## config.mk

```make
export PLATFORM = sky130hd
export DESIGN_NAME = crpc_top
export DESIGN_NICKNAME = d
export VERILOG_FILES = /design/src/crpc_pkg.sv /design/src/crpc_divider.sv /design/src/crpc_delay_mem.sv /design/src/crpc_top.sv
export VERILOG_INCLUDE_DIRS = /design/src /design/src/src
export SDC_FILE = /design/constraint.sdc
export NUM_CORES = 1
export LEC_CHECK = 0
export BUFFER_PORTS_ARGS = -buffer_cell sky130_fd_sc_hd__buf_2
export CORE_MARGIN = 3
export CORE_UTILIZATION = 40
export CTS_CLUSTER_SIZE = 8
export DETAILED_ROUTE_END_ITERATION = 6
export PLACE_DENSITY = 0.68
export SLEW_MARGIN = 40
export SYNTH_ARGS = -nofsm -noshare
export SYNTH_HDL_FRONTEND = slang
export SYNTH_SLANG_ARGS = --single-unit
```

## constraint.sdc

```tcl
create_clock -name pclk -period 5.9 [get_ports pclk]
set_clock_uncertainty 0.15 [all_clocks]
set_input_delay 0.59 -clock pclk [delete_from_list [all_inputs] [get_ports pclk]]
set_output_delay 0.59 -clock pclk [all_outputs]
set_load 0.005 [all_outputs]
```

## src/crpc_cfg.svh

```systemverilog
`ifndef CRPC_CFG_SVH
`define CRPC_CFG_SVH
// Register byte addresses on the APB bus.
`define CRPC_ADDR_CTRL1     12'h000
`define CRPC_ADDR_CTRL3     12'h004
`define CRPC_ADDR_RATE      12'h008
`define CRPC_ADDR_ADC_GAIN  12'h00C
`define CRPC_ADDR_DAC_GAIN  12'h010
`define CRPC_ADDR_MIC_TONE  12'h014
`define CRPC_ADDR_CTRL6     12'h018
`define CRPC_ADDR_STATUS    12'h01C
`define CRPC_ADDR_SAMPLE    12'h020
// Control register 1 fields.
`define CRPC_C1_FILT_IIR    5
`define CRPC_C1_ALOOP       2
`define CRPC_C1_DLOOP       1
// Control register 3 fields.
`define CRPC_C3_OSR_HI      4
`define CRPC_C3_OSR_LO      3
// Rate register fields: first divider code in [6:0], second in [11:8], third in [14:12].
`define CRPC_RATE_M_LSB     0
`define CRPC_RATE_N_LSB     8
`define CRPC_RATE_P_LSB     12
// Reset value: first and second dividers 1, third divider 8 (codes are value minus one).
`define CRPC_RATE_RESET     32'h0000_7000
// Mic/sidetone register fields.
`define CRPC_MT_TONE_LSB    3
`define CRPC_MT_PRE_LSB     0
// Control register 6 fields.
`define CRPC_C6_SPK_DIFF    7
`define CRPC_C6_SRC_LSB     1
// Gain code that selects mute.
`define CRPC_GAIN_MUTE      6'h3F
// Fixed frame-sync pre-divide and ADC oversampling.
`define CRPC_FS_PREDIV      16
`define CRPC_ADC_OSR        128
// Filter group delays in sample periods.
`define CRPC_FIR_DEC_DELAY  17
`define CRPC_FIR_INT_DELAY  18
`endif

```

## src/crpc_pkg.sv

```systemverilog
package crpc_pkg;
    typedef enum logic [2:0] {
        CRPC_SRC_DIFF = 3'b001,
        CRPC_SRC_MIC_SB = 3'b010,
        CRPC_SRC_MIC_PD = 3'b100
    } crpc_src_e;
    typedef logic [15:0] crpc_word_t;
endpackage : crpc_pkg

```

## src/crpc_divider.sv

```systemverilog
`timescale 1ns/1ns
`default_nettype none
`include "crpc_cfg.svh"
module crpc_divider
    import crpc_pkg::*;
(
    input  wire logic        pclk,
    input  wire logic        presetn,
    input  wire logic [6:0]  m_code,
    input  wire logic [3:0]  n_code,
    input  wire logic [2:0]  p_code,
    output logic             frame_sync,
    output logic             sample_tick,
    output logic             mod_tick
);
    logic [3:0]  pre_cnt;
    logic [6:0]  m_cnt;
    logic [3:0]  n_cnt;
    logic [2:0]  p_cnt;
    logic [6:0]  m_lat;
    logic [3:0]  n_lat;
    logic [2:0]  p_lat;
    logic [3:0]  next_pre_cnt;
    logic [6:0]  next_m_cnt;
    logic [3:0]  next_n_cnt;
    logic [2:0]  next_p_cnt;
    logic [6:0]  next_m_lat;
    logic [3:0]  next_n_lat;
    logic [2:0]  next_p_lat;
    logic        next_frame_sync;
    logic        next_sample_tick;
    logic        next_mod_tick;
    logic        wrap;
    logic [6:0]  mod_cnt;
    logic [6:0]  next_mod_cnt;
    logic        pre_wrap;

    // Cascade of 16 x M x N x P counters; divider values latch only at period end.
    always_comb begin
        pre_wrap     = (pre_cnt == 4'hF);
        wrap         = pre_wrap && (m_cnt == m_lat) && (n_cnt == n_lat) && (p_cnt == p_lat);
        next_pre_cnt = pre_cnt + 4'h1;
        next_m_cnt   = m_cnt;
        next_n_cnt   = n_cnt;
        next_p_cnt   = p_cnt;
        next_m_lat   = m_lat;
        next_n_lat   = n_lat;
        next_p_lat   = p_lat;
        if (pre_wrap) begin
            next_m_cnt = (m_cnt == m_lat) ? 7'h00 : m_cnt + 7'h01;
            if (m_cnt == m_lat) begin
                next_n_cnt = (n_cnt == n_lat) ? 4'h0 : n_cnt + 4'h1;
                if (n_cnt == n_lat) begin
                    next_p_cnt = (p_cnt == p_lat) ? 3'h0 : p_cnt + 3'h1;
                end
            end
        end
        if (wrap) begin
            next_m_lat = m_code;
            next_n_lat = n_code;
            next_p_lat = p_code;
        end
        // Low for exactly one clock at each period boundary, so it returns high even at N = P = 1.
        next_frame_sync  = !wrap;
        next_sample_tick = wrap;
        next_mod_cnt     = mod_cnt + 7'h01;
        next_mod_tick    = (mod_cnt == 7'h7F);
    end

    // Counter registers.
    always_ff @(posedge pclk or negedge presetn) begin
        if (!presetn) begin
            pre_cnt     <= 4'h0;
            m_cnt       <= 7'h00;
            n_cnt       <= 4'h0;
            p_cnt       <= 3'h0;
            m_lat       <= 7'h00;
            n_lat       <= 4'h0;
            p_lat       <= 3'h7;
            frame_sync  <= 1'b1;
            sample_tick <= 1'b0;
            mod_cnt     <= 7'h00;
            mod_tick    <= 1'b0;
        end else begin
            pre_cnt     <= next_pre_cnt;
            m_cnt       <= next_m_cnt;
            n_cnt       <= next_n_cnt;
            p_cnt       <= next_p_cnt;
            m_lat       <= next_m_lat;
            n_lat       <= next_n_lat;
            p_lat       <= next_p_lat;
            frame_sync  <= next_frame_sync;
            sample_tick <= next_sample_tick;
            mod_cnt     <= next_mod_cnt;
            mod_tick    <= next_mod_tick;
        end
    end
endmodule : crpc_divider
`default_nettype wire

```

## src/crpc_delay_mem.sv

```systemverilog
`timescale 1ns/1ns
`default_nettype none
module crpc_delay_mem
    import crpc_pkg::*;
(
    input  wire logic        pclk,
    input  wire logic        presetn,
    input  wire logic        wr_en,
    input  wire logic [4:0]  wr_addr,
    input  wire crpc_word_t  wr_data,
    input  wire logic [4:0]  rd_addr,
    output crpc_word_t       rd_data
);
    crpc_word_t mem [0:31];

    // Sample history store with registered read port.
    always_ff @(posedge pclk) begin
        if (wr_en) begin
            mem[wr_addr] <= wr_data;
        end
    end

    // Registered read data.
    always_ff @(posedge pclk or negedge presetn) begin
        if (!presetn) begin
            rd_data <= 16'h0000;
        end else begin
            rd_data <= mem[rd_addr];
        end
    end
endmodule : crpc_delay_mem
`default_nettype wire

```

## src/crpc_top.sv

```systemverilog
// The register addresses and the APB register port were left to the implementer.
`timescale 1ns/1ns
`default_nettype none
`include "crpc_cfg.svh"
module crpc_top
    import crpc_pkg::*;
(
    input  wire logic        pclk,
    input  wire logic        presetn,
    input  wire logic        psel,
    input  wire logic        penable,
    input  wire logic        pwrite,
    input  wire logic [11:0] paddr,
    input  wire logic [31:0] pwdata,
    output logic [31:0]      prdata,
    output logic             pready,
    output logic             pslverr,
    input  wire crpc_word_t  adc_word,
    input  wire crpc_word_t  dac_in_word,
    input  wire logic        dac_power_req,
    output logic             frame_sync,
    output logic             mod_tick,
    output crpc_word_t       adc_out_word,
    output crpc_word_t       dac_mod_word,
    output logic [9:0]       dac_osr,
    output logic             analog_loop,
    output logic [5:0]       adc_gain,
    output logic [5:0]       dac_gain,
    output logic             dac_powered,
    output logic [2:0]       input_source,
    output logic [1:0]       mic_preamp_gain,
    output logic             speaker_diff,
    output logic             speaker_mute
);
    logic [31:0] ctrl1;
    logic [31:0] ctrl3;
    logic [31:0] rate;
    logic [5:0]  adc_gain_req;
    logic [5:0]  dac_gain_req;
    logic [31:0] mic_tone;
    logic [31:0] ctrl6;
    logic [31:0] next_ctrl1;
    logic [31:0] next_ctrl3;
    logic [31:0] next_rate;
    logic [5:0]  next_adc_gain_req;
    logic [5:0]  next_dac_gain_req;
    logic [31:0] next_mic_tone;
    logic [31:0] next_ctrl6;
    logic [31:0] next_prdata;
    logic        next_pready;
    logic        next_pslverr;
    logic        wr_acc;
    logic        rd_acc;
    logic        hit;
    logic        sample_tick;
    logic        fs_int;
    logic        mod_int;
    crpc_word_t  hist_rd;
    logic [4:0]  wr_ptr;
    logic [4:0]  next_wr_ptr;
    crpc_word_t  prev_adc;
    crpc_word_t  prev_dac;
    crpc_word_t  next_prev_adc;
    crpc_word_t  next_prev_dac;
    crpc_word_t  next_adc_out_word;
    crpc_word_t  next_dac_mod_word;
    logic [5:0]  next_adc_gain;
    logic [5:0]  next_dac_gain;
    logic        next_dac_powered;
    logic [9:0]  next_dac_osr;
    logic [2:0]  next_input_source;
    crpc_word_t  dac_src;
    crpc_word_t  tone;
    crpc_word_t  dec_word;
    logic        fir_mode;

    // Zero crossing: sign change between consecutive samples, or a zero sample.
    function automatic logic crpc_zero_cross(input crpc_word_t prev, input crpc_word_t cur);
        crpc_zero_cross = (prev[15] != cur[15]) || (cur == 16'h0000);
    endfunction : crpc_zero_cross

    // Shift a sample right arithmetically by the sidetone attenuation code plus one.
    // The count is four bits wide so that code 7 does not wrap round to no attenuation.
    function automatic crpc_word_t crpc_atten(input crpc_word_t w, input logic [2:0] sh);
        crpc_atten = crpc_word_t'($signed(w) >>> ({1'b0, sh} + 4'h1));
    endfunction : crpc_atten

    // Rate-setting counters and frame sync generation.
    crpc_divider u_div (
        .pclk        (pclk),
        .presetn     (presetn),
        .m_code      (rate[`CRPC_RATE_M_LSB +: 7]),
        .n_code      (rate[`CRPC_RATE_N_LSB +: 4]),
        .p_code      (rate[`CRPC_RATE_P_LSB +: 3]),
        .frame_sync  (fs_int),
        .sample_tick (sample_tick),
        .mod_tick    (mod_int)
    );

    // History of DAC samples to model the FIR group delay.
    crpc_delay_mem u_hist (
        .pclk    (pclk),
        .presetn (presetn),
        .wr_en   (sample_tick),
        .wr_addr (wr_ptr),
        .wr_data (dac_src),
        .rd_addr (5'(wr_ptr - 5'(`CRPC_FIR_INT_DELAY))),
        .rd_data (hist_rd)
    );

    // APB decode and register writes; a write commits at the edge that sees pready high.
    always_comb begin
        wr_acc            = psel && penable && pwrite && pready;
        rd_acc            = psel && penable && !pwrite && !pready;
        next_ctrl1        = ctrl1;
        next_ctrl3        = ctrl3;
        next_rate         = rate;
        next_adc_gain_req = adc_gain_req;
        next_dac_gain_req = dac_gain_req;
        next_mic_tone     = mic_tone;
        next_ctrl6        = ctrl6;
        next_prdata       = 32'h0000_0000;
        next_pready       = psel && penable && !pready;
        hit               = 1'b1;
        case (paddr)
            `CRPC_ADDR_CTRL1: begin
                if (wr_acc) next_ctrl1 = {24'h000000, pwdata[7:0] & 8'h26};
                next_prdata = ctrl1;
            end
            `CRPC_ADDR_CTRL3: begin
                if (wr_acc) next_ctrl3 = {24'h000000, pwdata[7:0] & 8'h18};
                next_prdata = ctrl3;
            end
            `CRPC_ADDR_RATE: begin
                if (wr_acc) next_rate = pwdata & 32'h0000_7F7F;
                next_prdata = rate;
            end
            `CRPC_ADDR_ADC_GAIN: begin
                if (wr_acc) next_adc_gain_req = pwdata[5:0];
                next_prdata = {26'h0000000, adc_gain_req};
            end
            `CRPC_ADDR_DAC_GAIN: begin
                if (wr_acc) next_dac_gain_req = pwdata[5:0];
                next_prdata = {26'h0000000, dac_gain_req};
            end
            `CRPC_ADDR_MIC_TONE: begin
                if (wr_acc) next_mic_tone = {24'h000000, pwdata[7:0] & 8'h3B};
                next_prdata = mic_tone;
            end
            `CRPC_ADDR_CTRL6: begin
                if (wr_acc) next_ctrl6 = {24'h000000, pwdata[7:0] & 8'hFE};
                next_prdata = ctrl6;
            end
            `CRPC_ADDR_STATUS: begin
                next_prdata = {18'h00000, dac_powered, dac_gain, adc_gain, frame_sync};
            end
            `CRPC_ADDR_SAMPLE: begin
                next_prdata = {adc_out_word, dac_mod_word};
            end
            default: begin
                hit         = 1'b0;
            end
        endcase
        if (!rd_acc) next_prdata = prdata;
        next_pslverr = next_pready && !hit;
    end

    // Register bank.
    always_ff @(posedge pclk or negedge presetn) begin
        if (!presetn) begin
            ctrl1        <= 32'h0000_0000;
            ctrl3        <= 32'h0000_0000;
            rate         <= `CRPC_RATE_RESET;
            adc_gain_req <= 6'h00;
            dac_gain_req <= 6'h00;
            mic_tone     <= 32'h0000_0000;
            ctrl6        <= 32'h0000_0000;
            prdata       <= 32'h0000_0000;
            pready       <= 1'b0;
            pslverr      <= 1'b0;
        end else begin
            ctrl1        <= next_ctrl1;
            ctrl3        <= next_ctrl3;
            rate         <= next_rate;
            adc_gain_req <= next_adc_gain_req;
            dac_gain_req <= next_dac_gain_req;
            mic_tone     <= next_mic_tone;
            ctrl6        <= next_ctrl6;
            prdata       <= next_prdata;
            pready       <= next_pready;
            pslverr      <= next_pslverr;
        end
    end

    // Sample path: loopbacks, sidetone, filter delay, gains at zero crossings.
    always_comb begin
        fir_mode  = !ctrl1[`CRPC_C1_FILT_IIR];
        dec_word  = adc_word;
        tone      = crpc_atten(dec_word, mic_tone[`CRPC_MT_TONE_LSB +: 3]);
        // Analog loopback wins; digital loopback only acts without it.
        if (ctrl1[`CRPC_C1_DLOOP] && !ctrl1[`CRPC_C1_ALOOP]) begin
            dac_src = dec_word;
        end else begin
            dac_src = crpc_word_t'(dac_in_word + tone);
        end
        next_wr_ptr       = sample_tick ? 5'(wr_ptr + 5'h01) : wr_ptr;
        next_prev_adc     = sample_tick ? dec_word : prev_adc;
        next_prev_dac     = sample_tick ? dac_src : prev_dac;
        next_adc_out_word = sample_tick ? dec_word : adc_out_word;
        next_dac_mod_word = dac_mod_word;
        if (sample_tick) begin
            next_dac_mod_word = fir_mode ? hist_rd : dac_src;
        end
        next_adc_gain    = adc_gain;
        next_dac_gain    = dac_gain;
        next_dac_powered = dac_powered;
        if (sample_tick && crpc_zero_cross(prev_adc, dec_word)) begin
            next_adc_gain = adc_gain_req;
        end
        if (sample_tick && crpc_zero_cross(prev_dac, dac_src)) begin
            next_dac_gain    = dac_gain_req;
            next_dac_powered = dac_power_req;
        end
        case (ctrl3[`CRPC_C3_OSR_HI:`CRPC_C3_OSR_LO])
            2'b01:   next_dac_osr = 10'd256;
            2'b10:   next_dac_osr = 10'd512;
            default: next_dac_osr = 10'd128;
        endcase
        case (ctrl6[`CRPC_C6_SRC_LSB +: 2])
            2'b01:   next_input_source = CRPC_SRC_MIC_SB;
            2'b10:   next_input_source = CRPC_SRC_MIC_PD;
            default: next_input_source = CRPC_SRC_DIFF;
        endcase
    end

    // Path and output registers; every output is a flop.
    always_ff @(posedge pclk or negedge presetn) begin
        if (!presetn) begin
            wr_ptr          <= 5'h00;
            prev_adc        <= 16'h0000;
            prev_dac        <= 16'h0000;
            adc_out_word    <= 16'h0000;
            dac_mod_word    <= 16'h0000;
            adc_gain        <= 6'h00;
            dac_gain        <= 6'h00;
            dac_powered     <= 1'b0;
            dac_osr         <= 10'd128;
            input_source    <= CRPC_SRC_DIFF;
            analog_loop     <= 1'b0;
            mic_preamp_gain <= 2'b00;
            speaker_diff    <= 1'b0;
            speaker_mute    <= 1'b0;
            frame_sync      <= 1'b1;
            mod_tick        <= 1'b0;
        end else begin
            wr_ptr          <= next_wr_ptr;
            prev_adc        <= next_prev_adc;
            prev_dac        <= next_prev_dac;
            adc_out_word    <= next_adc_out_word;
            dac_mod_word    <= next_dac_mod_word;
            adc_gain        <= next_adc_gain;
            dac_gain        <= next_dac_gain;
            dac_powered     <= next_dac_powered;
            dac_osr         <= next_dac_osr;
            input_source    <= next_input_source;
            analog_loop     <= ctrl1[`CRPC_C1_ALOOP];
            mic_preamp_gain <= mic_tone[`CRPC_MT_PRE_LSB +: 2];
            speaker_diff    <= ctrl6[`CRPC_C6_SPK_DIFF];
            speaker_mute    <= (next_dac_gain == `CRPC_GAIN_MUTE);
            frame_sync      <= fs_int;
            mod_tick        <= mod_int;
        end
    end

    // Checks on the guarded behaviour.
    a_apb_ready_one: assert property (@(posedge pclk) disable iff (!presetn)
        pready |=> !pready) else $error("pready held more than one cycle");
    a_osr_decode: assert property (@(posedge pclk) disable iff (!presetn)
        (ctrl3[4:3] == 2'b00) |=> (dac_osr == 10'd128)) else $error("default osr wrong");
    a_dloop_path: assert property (@(posedge pclk) disable iff (!presetn)
        (sample_tick && ctrl1[1] && !ctrl1[2]) |=> (prev_dac == $past(adc_word)))
        else $error("digital loopback path wrong");
    a_aloop_prio: assert property (@(posedge pclk) disable iff (!presetn)
        (sample_tick && ctrl1[2]) |=> (prev_dac == $past(crpc_word_t'(dac_in_word + tone))))
        else $error("analog loopback lost priority");
    a_adc_gain_hold: assert property (@(posedge pclk) disable iff (!presetn)
        !sample_tick |=> $stable(adc_gain)) else $error("adc gain moved between samples");
    a_dac_gain_hold: assert property (@(posedge pclk) disable iff (!presetn)
        !sample_tick |=> $stable(dac_gain) && $stable(dac_powered))
        else $error("dac gain moved between samples");
    a_src_select: assert property (@(posedge pclk) disable iff (!presetn)
        (ctrl6[2:1] == 2'b01) |=> (input_source == CRPC_SRC_MIC_SB))
        else $error("input source decode wrong");
    a_mute_both: assert property (@(posedge pclk) disable iff (!presetn)
        (dac_gain == 6'h3F) |-> speaker_mute) else $error("speakers not muted together");
    a_mod_rate: assert property (@(posedge pclk) disable iff (!presetn)
        mod_tick |=> !mod_tick [*8]) else $error("modulator tick too frequent");

    // Checks on the configuration outputs and the per-sample path.
    a_fs_one_cycle: assert property (@(posedge pclk) disable iff (!presetn)
        !frame_sync |=> frame_sync) else $error("frame sync low too long");
    a_osr_half: assert property (@(posedge pclk) disable iff (!presetn)
        (ctrl3[4:3] == 2'b01) |=> (dac_osr == 10'd256)) else $error("osr 256 decode wrong");
    a_preamp_follow: assert property (@(posedge pclk) disable iff (!presetn)
        1'b1 |=> (mic_preamp_gain == $past(mic_tone[1:0]))) else $error("preamp gain wrong");
    a_spk_follow: assert property (@(posedge pclk) disable iff (!presetn)
        1'b1 |=> (speaker_diff == $past(ctrl6[7]))) else $error("speaker mode wrong");
    a_aloop_follow: assert property (@(posedge pclk) disable iff (!presetn)
        1'b1 |=> (analog_loop == $past(ctrl1[2]))) else $error("analog loop flag wrong");
    a_fir_path: assert property (@(posedge pclk) disable iff (!presetn)
        (sample_tick && !ctrl1[5]) |=> (dac_mod_word == $past(hist_rd)))
        else $error("fir path not delayed");
    a_iir_path: assert property (@(posedge pclk) disable iff (!presetn)
        (sample_tick && ctrl1[5]) |=> (dac_mod_word == $past(dac_src)))
        else $error("iir path delayed");
    a_adc_gain_zc: assert property (@(posedge pclk) disable iff (!presetn)
        (sample_tick && (prev_adc[15] != adc_word[15])) |=> (adc_gain == $past(adc_gain_req)))
        else $error("adc gain not applied at crossing");
    a_dac_power_zc: assert property (@(posedge pclk) disable iff (!presetn)
        (sample_tick && (prev_dac[15] != dac_src[15])) |=> (dac_powered == $past(dac_power_req)))
        else $error("dac power not applied at crossing");
endmodule : crpc_top
`default_nettype wire

```

* Yosys cells after proc, flatten, opt, wreduce, memory -nomap -nowiden
Memory sizes are Yosys's and may differ from the RTL's. A register that Yosys moved wholly into a read port is not among the register bits.
Index checks and enable logic that the tools add are counted.
** Cells by class
- Add/sub/neg operators :: 9
- Multiply operators :: 0
- Divide/modulo/power cells :: 0
- Magnitude comparators :: 0
- Equal/unequal tests :: 20
- Shifts and indexed selects :: 1
- Multiplexer cells :: 12
- Bitwise operators :: 0
- Reduce and logical (&&, ||, !) cells :: 34
** Operators with widths (number)
- 32-bit one-hot mux with 9 select lines :: 1
- 12-bit by 5-bit equality test with 1-bit output (second input constant) :: 4
- 16-bit logical NOT :: 2
- 16-bit 2-to-1 mux :: 2
- 12-bit by 4-bit equality test with 1-bit output (second input constant) :: 2
- 10-bit one-hot mux with 2 select lines :: 1
- 16-bit adder :: 1
- 2-bit AND reduction :: 8
- 16-bit by 4-bit >>> shifter with 16-bit output :: 1
- 7-bit by 1-bit adder with 7-bit output (second input constant) :: 2
- 1-bit logical AND :: 13
- 12-bit by 3-bit equality test with 1-bit output (second input constant) :: 1
- 12-bit by 6-bit equality test with 1-bit output (second input constant) :: 1
- 12-bit logical NOT :: 1
- 9-bit OR reduction :: 1
- 4-bit by 1-bit adder with 4-bit output (second input constant) :: 2
- 7-bit equality test :: 1
- 7-bit equality test (second input constant) :: 1
- 7-bit 2-to-1 mux :: 1
- 6-bit equality test (second input constant) :: 1
- 1-bit logical NOT :: 6
- 6-bit 2-to-1 mux :: 1
- 3-bit one-hot mux with 2 select lines :: 1
- 5-bit by 1-bit adder with 5-bit output (second input constant) :: 1
- 14 further kinds :: 20
** Word-level totals
- Flip-flop bits (word level) :: 205
- Latch bits :: 0
- Memory bits (writable) :: 512
- Bits in read-only memories :: 0
- Bits of input ports :: 82
- Output and inout bits :: 99
- Word-level logic and storage cells :: 113
- Memories kept :: 1
** Memory list
- u_hist.mem :: depth 32, bits a word 16, rd ports 1, clocked after Yosys merged registers in 1, wr ports 1, RTL line crpc_delay_mem.sv:14 : crpc_word_t mem [0:31];

* Depth between registers and ports, before layout
Gate-level depths: netlist (run 1).
- Word-level depth :: 9
- Depth in mapped cells :: 19
- Mapped depth without buffers :: 18

* Cells and area by module
Synthesis (run 1) repeated with hierarchy kept, for this count alone.
** Unflattened totals
- Cells, all modules :: 2011
- Area, all modules :: 30259.0 um^2
** By module, submodules not included
- crpc_delay_mem :: times used 1, cells an instance 1143, area each 20614.8 um^2, seq. area each 15775.1 um^2
- crpc_top :: times used 1, cells an instance 710, area each 7706.1 um^2, seq. area each 3535.9 um^2
- crpc_divider :: times used 1, cells an instance 158, area each 1938.1 um^2, seq. area each 1056.0 um^2

* Worst setup path after synthesis (run 1)
Ideal clock, no wire load.
- Path type :: reg-to-reg
- Start :: reg mic_tone[4]
- End :: reg dac_powered
- Library setup time :: 0.125 ns
- Arrival time :: 5.560 ns
- Data required time :: 5.625 ns
- Path slack :: 0.065 ns
- Cell stages (with the launch flop) :: 16
- Path buffers :: 2
- Clock period less this slack :: 5.835 ns
- Path through :: dfrtp_1 > ha_1 > clkbuf_1 > buf_1 > mux2i_1 > mux2i_1 > mux4_2 > ha_1 > o21a_1 > o2111a_1 > a21bo_1 > a21oi_1 > xor2_1 > o21ai_0 > o32ai_4 > mux2_2
** Between the ends
- Longest elaborated chain between the ends :: 7
- Elaborated cells between the ends (all ways) :: 8
- Classes of those cells :: 2 x add/sub; 1 x eq/ne; 1 x shift; 1 x mux; 3 x reduce/logical
** Ends and longest elaborated chain
- start, declared :: RTL line crpc_top.sv:40 : logic [31:0] mic_tone;
- start signal, assigned :: RTL line crpc_top.sv:187 : mic_tone <= next_mic_tone;
- 3-bit by 1-bit adder with 4-bit output :: RTL line crpc_top.sv:85 : crpc_atten = crpc_word_t'($signed(w) >>> ({1'b0, sh} + 4'h1));
- 16-bit by 4-bit >>> shifter with 16-bit output :: RTL line crpc_top.sv:85
- 16-bit adder :: RTL line crpc_top.sv:204 : dac_src = crpc_word_t'(dac_in_word + tone);
- 16-bit 2-to-1 mux :: RTL line crpc_top.sv:201 : if (ctrl1[`CRPC_C1_DLOOP] && !ctrl1[`CRPC_C1_ALOOP]) begin
- named net dac_src[11] :: RTL line crpc_top.sv:72 : crpc_word_t dac_src;
- 16-bit logical NOT :: RTL line crpc_top.sv:79 : crpc_zero_cross = (prev[15] != cur[15]) || (cur == 16'h0000);
- 1-bit logical OR :: RTL line crpc_top.sv:79
- 1-bit logical AND :: RTL line crpc_top.sv:220 : if (sample_tick && crpc_zero_cross(prev_dac, dac_src)) begin
- end signal, assigned :: RTL line crpc_top.sv:263 : dac_powered <= next_dac_powered;
- end, declared :: RTL line crpc_top.sv:29 : output logic dac_powered,
The timed path passes the listed nets, and every way through them passes these cells.
A chain may end at the register's enable or synchronous reset.

* Worst setup path in the final report (run 1)
- Start :: reg mic_tone[4]
- End :: reg dac_gain[5]
** Between the ends
- Longest elaborated chain between the ends :: 8
- Elaborated cells between the ends (all ways) :: 9
- Classes of those cells :: 2 x add/sub; 1 x eq/ne; 1 x shift; 2 x mux; 3 x reduce/logical
** Ends and longest elaborated chain
- 3-bit by 1-bit adder with 4-bit output * :: RTL line crpc_top.sv:85
- 16-bit by 4-bit >>> shifter with 16-bit output * :: RTL line crpc_top.sv:85
- 16-bit adder * :: RTL line crpc_top.sv:204
- 16-bit 2-to-1 mux * :: RTL line crpc_top.sv:201
- 16-bit logical NOT / 1-bit != test (equally long branches) :: RTL line crpc_top.sv:79
- 1-bit logical OR * :: RTL line crpc_top.sv:79
- 1-bit logical AND * :: RTL line crpc_top.sv:220
- 6-bit 2-to-1 mux * :: RTL line crpc_top.sv:220
- named net next_dac_gain[5] :: RTL line crpc_top.sv:68 : logic [5:0] next_dac_gain;
- end signal, assigned :: RTL line crpc_top.sv:262 : dac_gain <= next_dac_gain;
- end, declared :: RTL line crpc_top.sv:28 : output logic [5:0] dac_gain,
Mark *: on every way through the listed nets, which the timed path passes. The rest lies on a longest branch.

==> impl_metrics.csv, run 1 <==
group,metric,value,unit
layout,final_cell_mix,"edfxtp_1 (512), dfrtp_1 (186), mux4_2 (168)",
placement,io_buffer_count,156,
power,p_per_area,327.6,nW/um^2
routing,routed_via_density,5.571,
logic_synthesis,ys_seq_area_share,69.48,%
worst_setup_path,cp_max_fo,14,
cts,insertion_delay,630,ps
power,p_clk_share,44.8,%
logic_synthesis,synth_area,29320,sq um
routing,vias,16300,
worst_setup_path,startpoint_type,"register",
timing,post-route-min-period,5336,ps
flow_run,cap_violations,0,
routing,wl_per_cell,23.99,microns
power,p_switching,2.388,mW
logic_synthesis,synth_cell_types,59,
timing,worst_slack,564.3,ps
logic_synthesis,ys.flop_type,"edfxtp_1",
power,swShare,21.21,%
power,intPower,8.873,mW
cts,ctsLongestPathBuffers,3,
timing,worst_pin_slew,862.3,ps
layout,syn_to_final_growth,17.27,%
logic_synthesis,synth_cells,1680,
cts,ctsHtreeMaxLevel,3,
grt,grt_antenna_before_repair,2,
power,ir_worst_vdd,0.2417,mV
layout,fin_nets,2035,
status,status,"complete, no violations",
timing,setup_viol,0,
layout,drive_above_1_share,32.29,%
logic_synthesis,ys_ff_latch,711,
timing,hold_viol,0,
timing,slew_viol_final,0,
die,die_w,276.7,microns
timing,rsz0062_at_grt,"false",
power,cellLeakagePower,12.80,nW
cts,numCtsBuffers,98,
cts,cts_tree,"done",
grt,grt_max_degree,107,
worst_setup_path,cp-end-kind,"register",
timing,relSlewSlack,42.30,%
die,io_pins,181,
worst_setup_path,required,6250,ps
logic_synthesis,synthArstFlopShare,27.99,%
timing,final.setup.tns,0,ps
placement,place_congestion,0.8836,
cts,cts_resized,0,
worst_setup_path,cp_data_arrival_time,5680,ps
routing,drt_iter0_drc,1711,
timing,fmax,187.4,MHz
grt,grt_pass1_vias,16950,
placement,post-place-ws,500.7,ps
die,rows,98,
hold_path,hold_class,"primary input to register",
layout,n_fill_cell,6011,
grt,overflow,0,
die,core,72100,sq um
die,initial_core_util,40.66,%
routing,totalWireLength,70190,microns
layout,layout.cells.most_common,"edfxtp_1",
logic_synthesis,syn_avg_cell_area,17.45,sq um
die,design.die.area,76570,sq um
cts,clock_sinks,711,
logic_synthesis,synth_edf_count,512,
logic_synthesis,yosys_warnings,0,
cts,cts_root_buf,"clkbuf_16",
worst_setup_path,critical_path_class,"register to register",
cts,clk_pin_slew_worst_paths,50,ps
timing,fin_crit_sh,90.44,%
power,comb_power_share,5.1,%
grt,grt_pass1_wl,106900,microns
die,dieHeight,276.7,microns
layout,insertedDiodeCount,0,
routing,drt-pass1-iter-count,5,
power,pwr-share-seq,50.1,%
cts,postCtsSetupBuffers,0,
grt,grtUsageTotal,18.34,%
routing,drc,0,
placement,hpwlAfterDp,44430,microns
routing,ant_nets,0,
-- sequential cells by signal, indices dropped and copies added, names as in the netlist, 7 cells and up --
name            flops
u_hist.mem        512
prdata             32
dac_mod_word       16
prev_adc           16
u_hist.rd_data     16
rate               14
ctrl6               7
u_div.m_cnt         7
u_div.m_lat         7
u_div.mod_cnt       7
-- Yosys cell counts, types with 2 or more instances --
cell type	instances	area (sq um)
mux4_2	168	3784
clkbuf_1	57	214.0
buf_4	7	52.55
nand2b_1	5	31.28
nand3b_1	2	15.01
mux2i_1	39	390.4
buf_2	3	15.01
o211a_1	2	20.02
o211ai_1	3	22.52
a21oi_2	3	26.28
o21a_1	2	15.01
ha_1	31	387.9
o21ai_0	49	245.2
nand4_1	6	37.54
dfstp_2	10	262.8
and2_1	3	18.77
a21oi_1	39	195.2
a21o_1	8	60.06
o21ai_1	4	20.02
inv_1	25	93.84
and4_1	4	35.03
edfxtp_1	512	15370
a211oi_1	7	52.55
nor3_1	9	45.04
o22ai_1	6	37.54
a221oi_1	11	96.34
xor2_1	20	175.2
xnor2_1	21	183.9
nand2_1	138	518.0
nor2b_1	2	12.51
dfrtp_1	189	4730
nand3_1	26	130.1
or4_1	3	22.52
a22o_1	10	87.58
mux2_2	94	1059
a222oi_1	2	20.02
a22oi_1	9	67.56
and3_1	3	18.77
buf_1	16	60.06
or3_1	8	50.05
nor2_1	93	349.1
a31oi_1	8	50.05
nor4_1	7	43.79
-- layout make-up --
type	count	area, sq um	area share (%)
sequential	711	20380	59.27
multi-input combinational	866	8675	25.23
clock buffer	153	2723	7.919
timing repair buffer	218	1303	3.789
tap	950	1189	3.457
inverter	26	97.59	0.2839
clock inverter	2	17.52	0.05095
-- path summary, 6_finish.rpt --
kind / from / to / slack, ps / depth (start not counted)
max reg2reg: mic_tone[4] / dac_gain[5] / 560 / 20
max: mic_tone[4] / dac_gain[5] / 560 / 20
max in group asynchronous: presetn / rate[12] / 4130 / 4
min reg2reg: u_div.mod_tick / mod_tick / 200 / 0
min: pwdata[8] / rate[8] / 60 / 2
min in group asynchronous: presetn / prev_adc[0] / 260 / 2
-- cell families after synthesis --
| logic type | share of synthesized area [%] |
|---|---|
| compound gates | 3.816 |
| buf+inv | 1.498 |
| xor+xnor | 1.336 |
| simple gates | 4.622 |
| other cells | 0.01279 |
| flops | 69.48 |
| fa+ha+maj | 1.391 |
| mux | 17.85 |
-- critical path: stages (launching register included) --
cell	delay, ps
dfrtp_1	420
ha_1	330
buf_4	220
mux2_2	260
nand2_1	50
o21ai_0	160
mux2i_1	170
mux2i_1	230
ha_1	240
inv_1	70
fa_1	430
nand2b_1	190
a21oi_1	190
xor2_1	90
mux2i_1	250
buf_4	180
nand4_1	90
nor4b_2	290
nand4_1	190
o32ai_4	580
mux2_2	410
-- power by group through the flow --
stage                     Combinational [mW]  Sequential [mW]  Clock [mW]
final                                  0.577             5.64        5.04
after detailed placement               0.584             5.73           0
after CTS                              0.587             5.64        5.16
after global placement                 0.547             5.73           0
after global routing                   0.639             5.64        5.39
after floorplan                        0.283             5.73           0
-- per-layer routing --
metal / vias up / global-route usage (%) / share of wire [%]
met3: 130 / 3.574 / 7.2
met5: - / 0 / 0.019
met4: 2 / 6.923 / 3.0
li1: 7049 / - / -
met2: 664 / 30.89 / 50
met1: 8455 / 23.67 / 39
-- metrics by stage --
stage / cell area, sq um / util (%) / power [mW] / instances / hold WS [ps]
2_1_floorplan: 29340 / - / 6.010 / 1686 / 144.4
3_3_place_gp: 31520 / 43.71 / 6.273 / 2769 / 183.9
3_5_place_dp: 31600 / 43.83 / 6.313 / 2770 / 185.8
4_1_cts: 34350 / 47.64 / 11.39 / 2926 / 20.20
5_1_grt: 34380 / 47.68 / 11.67 / 2926 / 39.74
6_report: 34380 / 47.68 / 11.26 / 2926 / 62.44
-- what timing repair did --
action	in CTS	in global routing
hold buffers	1	0
hold endpoints to repair	24	0
setup endpoints to repair	0	0
Power figures use the tool's default switching activity.
==> inputs of run 2 (changes only) <==
Settings changed: PLACE_DENSITY 0.68 to 0.67, SYNTH_HIERARCHICAL set to 1.
==> impl_metrics.csv, run 2 <==
group,metric,value,unit
routing,drc,0,
layout,insertedDiodeCount,0,
layout,top_regs,"u_hist/mem (512), prdata (32)",
cts,ctsHtreeMaxLevel,3,
power,cellLeakagePower,14.92,nW
logic_synthesis,ys_seq_area_share,67.31,%
logic_synthesis,synthAdderAreaFrac,1.224,%
grt,grt_pass1_vias,18350,
worst_setup_path,cp_slowest_stage_delay,650,ps
logic_synthesis,ys.flop_type,"edfxtp_1",
routing,ant_nets,0,
worst_setup_path,cp_max_fo,13,
die,rows,100,
routing,wl_per_cell,22.58,microns
cts,numCtsBuffers,98,
cts,clk_pin_slew_worst_paths,50,ps
logic_synthesis,synthSimpleGateAreaFrac,6.422,%
worst_setup_path,slowest_stage,"ha_1",
flow_run,cap_violations,0,
timing,final.setup.tns,0,ps
logic_synthesis,synthTopCellsByArea,"edfxtp_1 (51%), dfrtp_1 (16%), mux2i_1 (9.7%)",
placement,hpwlAfterDp,45820,microns
logic_synthesis,synthArstFlopShare,27.99,%
logic_synthesis,synth_area,30260,sq um
cts,insertion_delay,630,ps
logic_synthesis,synth_edf_count,512,
cts,clock_sinks,711,
logic_synthesis,synth_top_area_share,50.81,%
hold_path,hold_class,"primary input to register",
grt,grt_pass1_wl,110700,microns
layout,n_fill_cell,6290,
layout,layout.cells.most_common,"edfxtp_1",
worst_setup_path,startpoint_type,"register",
power,ir_worst_vdd,0.2317,mV
grt,grtUsageTotal,18.41,%
power,p_per_area,320.7,nW/um^2
routing,routed_via_density,5.566,
die,io_pins,181,
grt,grt_antenna_before_repair,1,
worst_setup_path,cp-end-kind,"register",
die,design.die.area,78980,sq um
timing,relSlewSlack,42.45,%
timing,worst_pin_slew,855.4,ps
logic_synthesis,synth_compound_area_share,6.715,%
routing,totalWireLength,73740,microns
cts,cts_tree,"done",
timing,post-route-min-period,5424,ps
die,die_w,281.0,microns
timing,hold_viol,0,
placement,place_congestion,0.8889,
status,status,"complete, no violations",
logic_synthesis,synth_top_family_by_area,"multiplexers",
die,core,74700,sq um
routing,drt-pass1-iter-count,6,
logic_synthesis,ys_ff_latch,711,
placement,post-place-ws,474.1,ps
logic_synthesis,synth_top_area_cell,"edfxtp_1",
layout,syn_to_final_growth,15.87,%
layout,final_cell_mix,"edfxtp_1 (512), mux2i_1 (293), dfrtp_1 (186)",
placement,io_buffer_count,156,
logic_synthesis,synthXorXnorAreaFrac,1.100,%
cts,cts_root_buf,"clkbuf_16",
layout,largest_register_ffs,512,
layout,fin_nets,2338,
worst_setup_path,path_buf_inv,1,
cts,ctsLongestPathBuffers,3,
logic_synthesis,synth_cell_types,70,
timing,rsz0062_at_grt,"false",
timing,setup_viol,0,
logic_synthesis,synth.area.mux_share,14.41,%
worst_setup_path,crit_chain,"ha_1, o21ai_0, o21ai_0, mux2i_1, mux2i_1, ha_1, inv_1, fa_1, nor2b_1, o31ai_2, a211oi_1, o311a_1, a211oi_4, nor4_1, a21boi_4, mux2_4",
power,p_total,11.24,mW
cts,postCtsSetupBuffers,0,
worst_setup_path,critical_path_class,"register to register",
logic_synthesis,syn_avg_cell_area,15.05,sq um
layout,drive_above_1_share,21.68,%
routing,vias,18180,
logic_synthesis,yosysMostFrequentCell,"edfxtp_1",
timing,hold_ws,50.29,ps
routing,drt_iter0_drc,1278,
worst_setup_path,crit_family,"compound AO/OA/AOI/OAI gates",
worst_setup_path,required,6260,ps
timing,worst_slack,476.2,ps
die,initial_core_util,40.51,%
timing,fin_crit_sh,91.93,%
die,dieHeight,281.0,microns
logic_synthesis,yosys_warnings,6,
grt,grt_max_degree,109,
layout,largest_register,"u_hist/mem",
timing,slew_viol_final,0,
worst_setup_path,cp_data_arrival_time,5780,ps
logic_synthesis,synth_cells,2011,
grt,overflow,0,
timing,fmax,184.4,MHz
logic_synthesis,ys_top_cells_by_count,"edfxtp_1 (512), mux2i_1 (293), dfrtp_1 (189)",
==> run 2: changes by cell type in the layout (fill, tap and decap cells not counted), moves of 23 or more <==
cell	change
a22oi_1	+64
a21oi_1	+25
mux2i_1	+254
nand3_1	+39
mux4_2	-160
a22o_1	+23
==> run 2: layout make-up <==
| class | instances | area (sq um) | area share, % |
|---|---|---|---|
| tap | 969 | 1212 | 3.458 |
| sequential | 711 | 20370 | 58.11 |
| timing repair buffer | 222 | 1349 | 3.847 |
| inverter | 24 | 90.09 | 0.2569 |
| multi-input combinational | 1170 | 9230 | 26.33 |
| clock inverter | 7 | 108.9 | 0.3105 |
| clock buffer | 163 | 2696 | 7.691 |
==> run 2: cell families after synthesis <==
group | count (synthesis)
flops | 711
mux | 406
other cells | 1
fa+ha+maj | 29
xor+xnor | 38
compound gates | 287
simple gates | 403
buf+inv | 136
==> run 2: repair_timing <==
action                                 CTS  global route
gates resized for setup                  0             0
hold buffers                             1             0
endpoints found under the hold margin   79             0
==> run 2: worst reg2reg max path, cell delays in order, from the launching register on <==
cell and delay [ps]:
dfrtp_1 410, ha_1 650, o21ai_0 170, o21ai_0 360, mux2i_1 190, mux2i_1 180
ha_1 210, inv_1 70, fa_1 420, nor2b_1 190, o31ai_2 130, a211oi_1 540
o311a_1 300, a211oi_4 60, nor4_1 620, a21boi_4 280, mux2_4 380
==> run 2: where the power goes <==
| part | switching [mW] | internal, mW | leakage (nW) | total, mW |
|---|---|---|---|---|
| clock network | 2.00 | 3.09 | 1.33 | 5.09 |
| registers | 0.0176 | 5.58 | 7.16 | 5.60 |
| logic | 0.421 | 0.139 | 6.42 | 0.560 |
| total | 2.44 | 8.80 | 14.9 | 11.2 |
==> run 2: stage by stage <==
step	util [%]	cells	area, sq um
floorplan	-	2017	30300
global placement	43.03	3092	32140
detailed placement	43.13	3094	32220
CTS	46.90	3265	35030
global route	46.94	3266	35060
finish	46.94	3266	35060
==> run 2: layer usage <==
layer	vias up	wire, microns	track usage, %
li1	8139	-	-
met1	9270	30150	23.15
met2	637	36950	31.94
met3	129	4181	2.824
met4	2	2447	7.368
met5	-	11	0
==> run 2: path summary, 6_finish.rpt <==
check | startpoint | end | slack, ps | cells past startpoint
worst max-delay path | mic_tone[4] | dac_gain[4] | 480 | 16
worst min-delay path | pwdata[11] | rate[11] | 50 | 2
worst max register to register | mic_tone[4] | dac_gain[4] | 480 | 16
worst min register to register | u_div/mod_tick | mod_tick | 200 | 0
max in group asynchronous | presetn | u_div/p_lat[1] | 4050 | 4
min in group asynchronous | presetn | prdata[5] | 440 | 2
